## config.mk

```make
export PLATFORM = sky130hd
export DESIGN_NAME = pga_top
export DESIGN_NICKNAME = d
export VERILOG_FILES = /design/src/verilog/pga_pkg.sv /design/src/verilog/pga_chan_if.sv /design/src/verilog/pga_holdoff.sv /design/src/verilog/pga_top.sv
export SDC_FILE = /design/constraint.sdc
export NUM_CORES = 1
export LEC_CHECK = 0
export BUFFER_PORTS_ARGS = -buffer_cell sky130_fd_sc_hd__buf_4
export CORE_MARGIN = 1.5
export CORE_UTILIZATION = 58
export CTS_CLUSTER_SIZE = 24
export DETAILED_ROUTE_END_ITERATION = 6
export PLACE_DENSITY = 0.8
export RECOVER_POWER = 25
export SETUP_SLACK_MARGIN = 0.05
export SLEW_MARGIN = 40
export SYNTH_ARGS = -nofsm -noshare
export SYNTH_HDL_FRONTEND = slang
export SYNTH_SLANG_ARGS = --single-unit
```

## constraint.sdc

```tcl
create_clock -name ref_clk -period 2.75 [get_ports ref_clk]
set_input_delay 0.1375 -clock ref_clk [delete_from_list [all_inputs] [get_ports ref_clk]]
set_output_delay 0.1375 -clock ref_clk [all_outputs]
set_load 0.03 [all_outputs]
```

## src/verilog/pga_pkg.sv

```systemverilog
package pga_pkg;
    // Register offsets on the plain register port.
    localparam logic [7:0] PGA_OFF_PG_CTRL = 8'h17;
    localparam logic [7:0] PGA_OFF_A_SEL = 8'h18;
    localparam logic [7:0] PGA_OFF_A_LATCH = 8'h19;
    localparam logic [7:0] PGA_OFF_B_SEL = 8'h1a;
    localparam logic [7:0] PGA_OFF_B_LATCH = 8'h1b;
    localparam logic [7:0] PGA_OFF_MON_CTRL = 8'h13;
    localparam logic [7:0] PGA_OFF_INT_STAT = 8'h30;
    localparam logic [7:0] PGA_OFF_INT_MASK = 8'h31;
    // Field positions.
    localparam int PGA_BIT_HOLDOFF = 7;
    localparam int PGA_BIT_THERMAL = 6;
    localparam int PGA_BIT_METHOD = 6;
    localparam int PGA_BIT_A_POL = 0;
    localparam int PGA_BIT_A_GATE = 2;
    localparam int PGA_BIT_B_POL = 4;
    localparam int PGA_BIT_B_GATE = 6;
    localparam int PGA_NSRC = 7;
    // Reset values.
    localparam logic [7:0] PGA_RST_SEL = 8'h00;
    localparam logic [7:0] PGA_RST_LATCH = 8'h00;
    localparam logic [7:0] PGA_RST_PG_CTRL = 8'h02;
    localparam logic [1:0] PGA_RST_INT = 2'h0;
    // Rise hold-off time.
    localparam int PGA_CLK_HZ = 40000000;
    localparam int PGA_HOLDOFF_MS = 11;
    localparam int PGA_HOLDOFF_CYC = PGA_CLK_HZ / 1000 * PGA_HOLDOFF_MS;
    localparam int PGA_CNT_W = 20;
    typedef enum logic [1:0] {
        PGA_LOW = 2'b00,
        PGA_WAIT = 2'b01,
        PGA_HIGH = 2'b11
    } pga_state_t;
endpackage

```

## src/verilog/pga_chan_if.sv

```systemverilog
`timescale 1ns/1ps
interface pga_chan_if;
    import pga_pkg::*;
    logic good;
    logic holdoff_en;
    logic [19:0] holdoff_cyc;
    logic out_good;
    modport ctrl (output good, output holdoff_en, output holdoff_cyc,
        input out_good);
    modport chan (input good, input holdoff_en, input holdoff_cyc,
        output out_good);
endinterface

```

## src/verilog/pga_holdoff.sv

```systemverilog
`timescale 1ns/1ps
module pga_holdoff (
    input wire logic ref_clk,
    input wire logic rst_b,
    pga_chan_if.chan ch
);
    import pga_pkg::*;
    pga_state_t state;
    pga_state_t next_state;
    logic [PGA_CNT_W-1:0] cnt;
    logic [PGA_CNT_W-1:0] next_cnt;

    // Falls pass at once; rises wait for the full count when enabled.
    always_comb begin
        next_state = state;
        next_cnt = cnt;
        unique case (state)
            PGA_LOW: begin
                if (ch.good && ch.holdoff_en) begin
                    next_state = PGA_WAIT;
                    next_cnt = ch.holdoff_cyc - 20'h00001;
                end else if (ch.good) begin
                    next_state = PGA_HIGH;
                end
            end
            PGA_WAIT: begin
                if (!ch.good) begin
                    next_state = PGA_LOW;
                end else if (cnt == '0 || !ch.holdoff_en) begin
                    next_state = PGA_HIGH;
                end else begin
                    next_cnt = cnt - 20'h00001;
                end
            end
            PGA_HIGH: begin
                if (!ch.good) begin
                    next_state = PGA_LOW;
                end
            end
            default: next_state = PGA_LOW;
        endcase
    end

    always_ff @(posedge ref_clk) begin
        if (!rst_b) begin
            state <= PGA_LOW;
            cnt <= '0;
        end else begin
            state <= next_state;
            cnt <= next_cnt;
        end
    end

    assign ch.out_good = (state == PGA_HIGH);
endmodule

```

## src/verilog/pga_top.sv

```systemverilog
`timescale 1ns/1ps
module pga_top (
    input wire logic ref_clk,
    input wire logic rst_b,
    input wire logic [7:0] addr,
    input wire logic [7:0] wdata,
    input wire logic wr_en,
    input wire logic rd_en,
    output logic [7:0] rdata,
    input wire logic [5:0] src_uv_ok,
    input wire logic [5:0] src_ov_ok,
    input wire logic thermal_warning,
    input wire logic otp_load,
    input wire logic [7:0] otp_a_sel,
    input wire logic [7:0] otp_b_sel,
    input wire logic [7:0] otp_pg_ctrl,
    input wire logic [7:0] otp_mon_ctrl,
    output logic good_out_a,
    output logic good_out_b,
    output logic irq
);
    import pga_pkg::*;

    // ------------------------------------------------------------
    // Registers
    // ------------------------------------------------------------
    logic [7:0] a_sel, b_sel, pg_ctrl, mon_ctrl;
    logic [7:0] next_a_sel, next_b_sel, next_pg_ctrl, next_mon_ctrl;
    logic [6:0] a_latch, b_latch, next_a_latch, next_b_latch;
    logic [6:0] prev_valid, next_prev_valid;
    logic [1:0] int_stat, int_mask, next_int_stat, next_int_mask;
    logic [7:0] next_rdata;
    logic next_irq, next_good_a, next_good_b;
    logic [6:0] valid;
    logic live_a, live_b, pre_a, pre_b;
    pga_chan_if ch_a ();
    pga_chan_if ch_b ();

    function automatic logic hit(input logic [7:0] a, input logic [7:0] o);
        hit = wr_en && (a == o);
    endfunction

    // ------------------------------------------------------------
    // Source validity and live status
    // ------------------------------------------------------------
    always_comb begin
        for (int i = 0; i < 6; i++) begin
            valid[i] = src_uv_ok[i] &&
                (!mon_ctrl[PGA_BIT_METHOD] || src_ov_ok[i]);
        end
        valid[6] = !thermal_warning;
        // Unselected sources count as valid, so none selected is good.
        live_a = &(valid | ~a_sel[6:0]);
        live_b = &(valid | ~b_sel[6:0]);
        pre_a = pg_ctrl[PGA_BIT_A_GATE] ? (a_latch == '0) : live_a;
        pre_b = pg_ctrl[PGA_BIT_B_GATE] ? (b_latch == '0) : live_b;
    end

    assign ch_a.good = pre_a;
    assign ch_a.holdoff_en = a_sel[PGA_BIT_HOLDOFF];
    assign ch_a.holdoff_cyc = PGA_HOLDOFF_CYC[19:0];
    assign ch_b.good = pre_b;
    assign ch_b.holdoff_en = b_sel[PGA_BIT_HOLDOFF];
    assign ch_b.holdoff_cyc = PGA_HOLDOFF_CYC[19:0];

    pga_holdoff u_hold_a (.ref_clk(ref_clk), .rst_b(rst_b), .ch(ch_a));
    pga_holdoff u_hold_b (.ref_clk(ref_clk), .rst_b(rst_b), .ch(ch_b));

    // ------------------------------------------------------------
    // Next-state logic
    // ------------------------------------------------------------
    always_comb begin
        logic [6:0] fall;
        fall = prev_valid & ~valid;
        next_prev_valid = valid;
        next_a_sel = a_sel;
        next_b_sel = b_sel;
        next_pg_ctrl = pg_ctrl;
        next_mon_ctrl = mon_ctrl;
        if (otp_load) begin
            next_a_sel = {a_sel[7], otp_a_sel[6:0]};
            next_b_sel = {b_sel[7], otp_b_sel[6:0]};
            next_pg_ctrl = otp_pg_ctrl;
            next_mon_ctrl = otp_mon_ctrl;
        end else begin
            if (hit(addr, PGA_OFF_A_SEL)) next_a_sel = wdata;
            if (hit(addr, PGA_OFF_B_SEL)) next_b_sel = wdata;
            if (hit(addr, PGA_OFF_PG_CTRL)) next_pg_ctrl = wdata;
            if (hit(addr, PGA_OFF_MON_CTRL)) next_mon_ctrl = wdata;
        end
        // Clear only where the source is valid; a new fault wins.
        next_a_latch = a_latch;
        next_b_latch = b_latch;
        if (hit(addr, PGA_OFF_A_LATCH)) begin
            next_a_latch = a_latch & ~(wdata[6:0] & valid);
        end
        if (hit(addr, PGA_OFF_B_LATCH)) begin
            next_b_latch = b_latch & ~(wdata[6:0] & valid);
        end
        next_a_latch = next_a_latch | (fall & a_sel[6:0]);
        next_b_latch = next_b_latch | (fall & b_sel[6:0]);
        // Interrupt status: bit 0 output A latch set, bit 1 output B.
        next_int_stat = int_stat;
        if (hit(addr, PGA_OFF_INT_STAT)) begin
            next_int_stat = int_stat & ~wdata[1:0];
        end
        next_int_stat = next_int_stat |
            {|(fall & b_sel[6:0]), |(fall & a_sel[6:0])};
        next_int_mask = int_mask;
        if (hit(addr, PGA_OFF_INT_MASK)) next_int_mask = wdata[1:0];
        next_irq = |(next_int_stat & next_int_mask);
        next_good_a = ch_a.out_good ^ pg_ctrl[PGA_BIT_A_POL];
        next_good_b = ch_b.out_good ^ pg_ctrl[PGA_BIT_B_POL];
        next_rdata = 8'h00;
        if (rd_en) begin
            unique case (addr)
                PGA_OFF_A_SEL: next_rdata = a_sel;
                PGA_OFF_B_SEL: next_rdata = b_sel;
                PGA_OFF_PG_CTRL: next_rdata = pg_ctrl;
                PGA_OFF_MON_CTRL: next_rdata = mon_ctrl;
                PGA_OFF_A_LATCH: next_rdata = {1'b0, a_latch};
                PGA_OFF_B_LATCH: next_rdata = {1'b0, b_latch};
                PGA_OFF_INT_STAT: next_rdata = {6'h00, int_stat};
                PGA_OFF_INT_MASK: next_rdata = {6'h00, int_mask};
                default: next_rdata = 8'h00;
            endcase
        end
    end

    // ------------------------------------------------------------
    // State registers
    // ------------------------------------------------------------
    always_ff @(posedge ref_clk) begin
        if (!rst_b) begin
            a_sel <= PGA_RST_SEL;
            b_sel <= PGA_RST_SEL;
            pg_ctrl <= PGA_RST_PG_CTRL;
            mon_ctrl <= PGA_RST_SEL;
            a_latch <= PGA_RST_LATCH[6:0];
            b_latch <= PGA_RST_LATCH[6:0];
            prev_valid <= 7'h7f;
            int_stat <= PGA_RST_INT;
            int_mask <= PGA_RST_INT;
            rdata <= 8'h00;
            irq <= 1'b0;
            good_out_a <= 1'b0;
            good_out_b <= 1'b0;
        end else begin
            a_sel <= next_a_sel;
            b_sel <= next_b_sel;
            pg_ctrl <= next_pg_ctrl;
            mon_ctrl <= next_mon_ctrl;
            a_latch <= next_a_latch;
            b_latch <= next_b_latch;
            prev_valid <= next_prev_valid;
            int_stat <= next_int_stat;
            int_mask <= next_int_mask;
            rdata <= next_rdata;
            irq <= next_irq;
            good_out_a <= next_good_a;
            good_out_b <= next_good_b;
        end
    end
endmodule

```

==> flow_summary.json <==
{
  "synthesis.instances": 716,
  "worst_setup_path_start_kind": "flop",
  "largest_fanout_on_the_critical_path": 7,
  "drive_above_1_share_pct": 15.4,
  "skew_ns": 0.00475,
  "syn_nets": 786,
  "power_leakage_uw": 0.00263,
  "min_period_over_period_pct": 91.0,
  "max_cap_viol_count": 0,
  "cts.clk_slew.worst_paths_ns": 0.10,
  "crit_path_max_incr_delay_ns": 0.66,
  "mostFrequentLayoutCell": "sky130_fd_sc_hd__dfxtp_1",
  "postRouteAntennaNets": 0,
  "portBuffers": 74,
  "timing_max_transition_violations_final": 0,
  "starting_density_of_the_core_pct": 59.7,
  "worst-endpoint-arrival_ns": 2.80,
  "worst_slew_margin_rel_pct": 35.8,
  "postPlaceCellArea_um2": 6500,
  "track_usage_pct": 32.5,
  "h_tree_level_count": 3,
  "grt_first_pass_wirelength_mm": 26.8,
  "finalWorstPathRequiredPeriod_ns": 2.50,
  "setup-violations-final": 0,
  "worstHoldPathType": "in2reg",
  "setup.worst_path.end_class": "flop",
  "cts-root-to-sink-buffers": 2,
  "core_um2": 9730,
  "post-route-util_pct": 68.8,
  "max_clock_freq_mhz": 399,
  "drt_iter0_markers": 385,
  "synth-seq-cells": 112,
  "vias_per_cell": 6.48,
  "async_reset_ff_share_pct": 0,
  "ys_dominant_reg_cell": "sky130_fd_sc_hd__dfxtp_1",
  "status": "finished clean",
  "fp-row-count": 36,
  "cp_cell_sequence": "or4_1 > nor3_1 > nand2_1 > o41ai_1 > a31oi_1 > a311oi_1",
  "ff_latch_area_um2": 2240,
  "synth_sequential_area_ratio_pct": 38.6,
  "timing_worst_slew_pin_value_ns": 0.963,
  "synth.lib_cells_used.distinct": 75,
  "detail_route.drc_violations": 0,
  "numCtsBuffers": 9,
  "tritoncts": "done",
  "synth_top_area_share_pct": 38.6,
  "routed_wl_mm": 17.1,
  "clock-root-buffer": "sky130_fd_sc_hd__clkbuf_8",
  "globalRoute.totalOverflow": 0,
  "rsz0062_at_grt": "false",
  "area_growth_syn_to_layout_pct": 15.2,
  "power.ir.vdd_worst_mv": 0.297,
  "synthesis.yosys.warnings": 0,
  "post_synth_main_area_contributors": "sky130_fd_sc_hd__dfxtp_1 39%, sky130_fd_sc_hd__nand2_1 5.4%, sky130_fd_sc_hd__nor2_1 4.0%, sky130_fd_sc_hd__a21oi_1 4.0%, sky130_fd_sc_hd__a211oi_1 3.5%",
  "grt_antenna_before_repair": 0,
  "synth_top_area_cell": "sky130_fd_sc_hd__dfxtp_1",
  "num-nets-final": 852,
  "multiInputGateArea_um2": 3340,
  "synth-edff-count": 0,
  "crit_type": "reg2reg",
  "final.setup.tns_ns": 0,
  "gp_congestion": 0.936,
  "chipHeight_um": 103,
  "synth_area_um2": 5810,
  "clock_sinks": 112,
  "worst-endpoint-required_ns": 3.04,
  "route.vias.total": 5966,
  "final-hold-violation-count": 0,
  "finish.cell_count_without_fillers": 920,
  "design_area_um2": 6690,
  "top_level_ports": 77,
  "floorplan.die_area_um2": 10600,
  "syn-mean-instance-area_um2": 8.11,
  "power.density_nw_per_um2": 485,
  "first_global_vias": 5351,
  "final_cell_mix": "112 x sky130_fd_sc_hd__dfxtp_1, 84 x sky130_fd_sc_hd__nand2_1, 75 x sky130_fd_sc_hd__buf_4",
  "skew_pair_late_insertion_delay_ns": 0.38,
  "wl_per_cell_um": 18.6,
  "num-fill-cells": 848,
  "dp.cells": 901,
  "grt_start_max_net_pins": 56,
  "drt_pre_antenna_iters": 5,
  "insertedDiodeCount": 0,
  "horiz_die_dim_um": 103,
  "critical_path.slowest_cell": "sky130_fd_sc_hd__or4_1",
  "finalHoldWorstSlack_ns": 0.0224,
  "placed_wire_length_estimate_mm": 12.3
}
## area by class of cell
type                    instances  area share (%)
flip-flops and latches        112            33.5
inverters                      20            1.16
repair buffers                 94            9.76
clock buffers                  12            2.47
multi-input cells             545            49.9
well taps                     133            2.49
clock inverters                 4           0.767
## repair_timing
item | in CTS | in global routing
gates resized for setup | 0 | 1
setup buffers | 0 | 0
hold endpoints to repair | 2 | 0
endpoints found under the setup margin | 0 | 5
hold buffers | 3 | 0
## metal layers
metal / vias up / global-route usage, % / part of all wire (%)
met3: 36 / 5.08 / 9.4
met2: 297 / 49.2 / 45
met4: 0 / 10.5 / 1.9
met1: 2809 / 47.2 / 44
li1: 2824 / - / -
met5: - / 0 / 0
## kinds of logic (layout without fill, tap and decap cells)
group	count (synthesis)	in the layout	share of synthesized area (%)
XOR/XNOR	2	2	0.302
adder cells (fa/ha/maj)	4	4	0.862
flip-flops	112	112	38.6
AND/OR/NAND/NOR	300	300	26.1
multiplexers	20	20	3.51
buffers and inverters	59	130	4.31
AO/OA/AOI/OAI	219	219	26.3
## cells in the mapped netlist (4+ instances only)
| cell type | n |
|---|---|
| sky130_fd_sc_hd__a211oi_1 | 27 |
| sky130_fd_sc_hd__a21boi_0 | 5 |
| sky130_fd_sc_hd__a21o_1 | 7 |
| sky130_fd_sc_hd__a21oi_1 | 46 |
| sky130_fd_sc_hd__a22oi_1 | 7 |
| sky130_fd_sc_hd__a311oi_1 | 9 |
| sky130_fd_sc_hd__a31oi_1 | 24 |
| sky130_fd_sc_hd__a32o_1 | 4 |
| sky130_fd_sc_hd__and2_1 | 5 |
| sky130_fd_sc_hd__and3_1 | 9 |
| sky130_fd_sc_hd__buf_1 | 4 |
| sky130_fd_sc_hd__clkbuf_1 | 29 |
| sky130_fd_sc_hd__dfxtp_1 | 112 |
| sky130_fd_sc_hd__ha_1 | 4 |
| sky130_fd_sc_hd__inv_1 | 20 |
| sky130_fd_sc_hd__mux2i_1 | 17 |
| sky130_fd_sc_hd__nand2_1 | 83 |
| sky130_fd_sc_hd__nand2b_1 | 12 |
| sky130_fd_sc_hd__nand3_1 | 28 |
| sky130_fd_sc_hd__nand4_1 | 14 |
| sky130_fd_sc_hd__nor2_1 | 62 |
| sky130_fd_sc_hd__nor2b_1 | 9 |
| sky130_fd_sc_hd__nor3_1 | 23 |
| sky130_fd_sc_hd__nor3b_1 | 4 |
| sky130_fd_sc_hd__nor4_1 | 14 |
| sky130_fd_sc_hd__o2111a_1 | 8 |
| sky130_fd_sc_hd__o21ai_0 | 39 |
| sky130_fd_sc_hd__o31ai_1 | 6 |
| sky130_fd_sc_hd__o41ai_1 | 4 |
| sky130_fd_sc_hd__or2_2 | 7 |
| sky130_fd_sc_hd__or3_1 | 10 |
## through the flow
stage	setup WS [ns]	power, µW
floorplan	0.368	2020
CTS	0.164	3240
detailed placement	0.189	2210
global route	0.125	3360
finish	0.246	3250
global placement	0.238	2190
## worst max-delay path, delay by kind of cell, from the launching register on
kind	cells	cell delay (ns)
compound gates	3	0.69
simple gates	3	1.36
flops	1	0.37
## power by group
part	leakage (µW)	internal (µW)	switching [µW]	total, µW
combinational	0.00161	177	249	426
clock	0.000109	497	566	1060
sequential	0.000915	1690	73.0	1760
## state kept, by name (all words and copies together), names as in the netlist, 8 cells and up
| name | flops |
|---|---|
| a_sel | 8 |
| b_sel | 8 |
| mon_ctrl | 8 |
| pg_ctrl | 8 |
| rdata | 8 |
| u_hold_a.cnt | 20 |
| u_hold_b.cnt | 20 |
## final timing paths
kind / start / end / slack, ns / cells after the start
min reg2reg: pg_ctrl[1] / pg_ctrl[1] / 0.46 / 2
max: u_hold_b.cnt[2] / u_hold_b.cnt[17] / 0.25 / 6
max reg2reg: u_hold_b.cnt[2] / u_hold_b.cnt[17] / 0.25 / 6
min: otp_pg_ctrl[1] / pg_ctrl[1] / 0.02 / 3
Note: power is estimated with default switching activity, not from simulation.
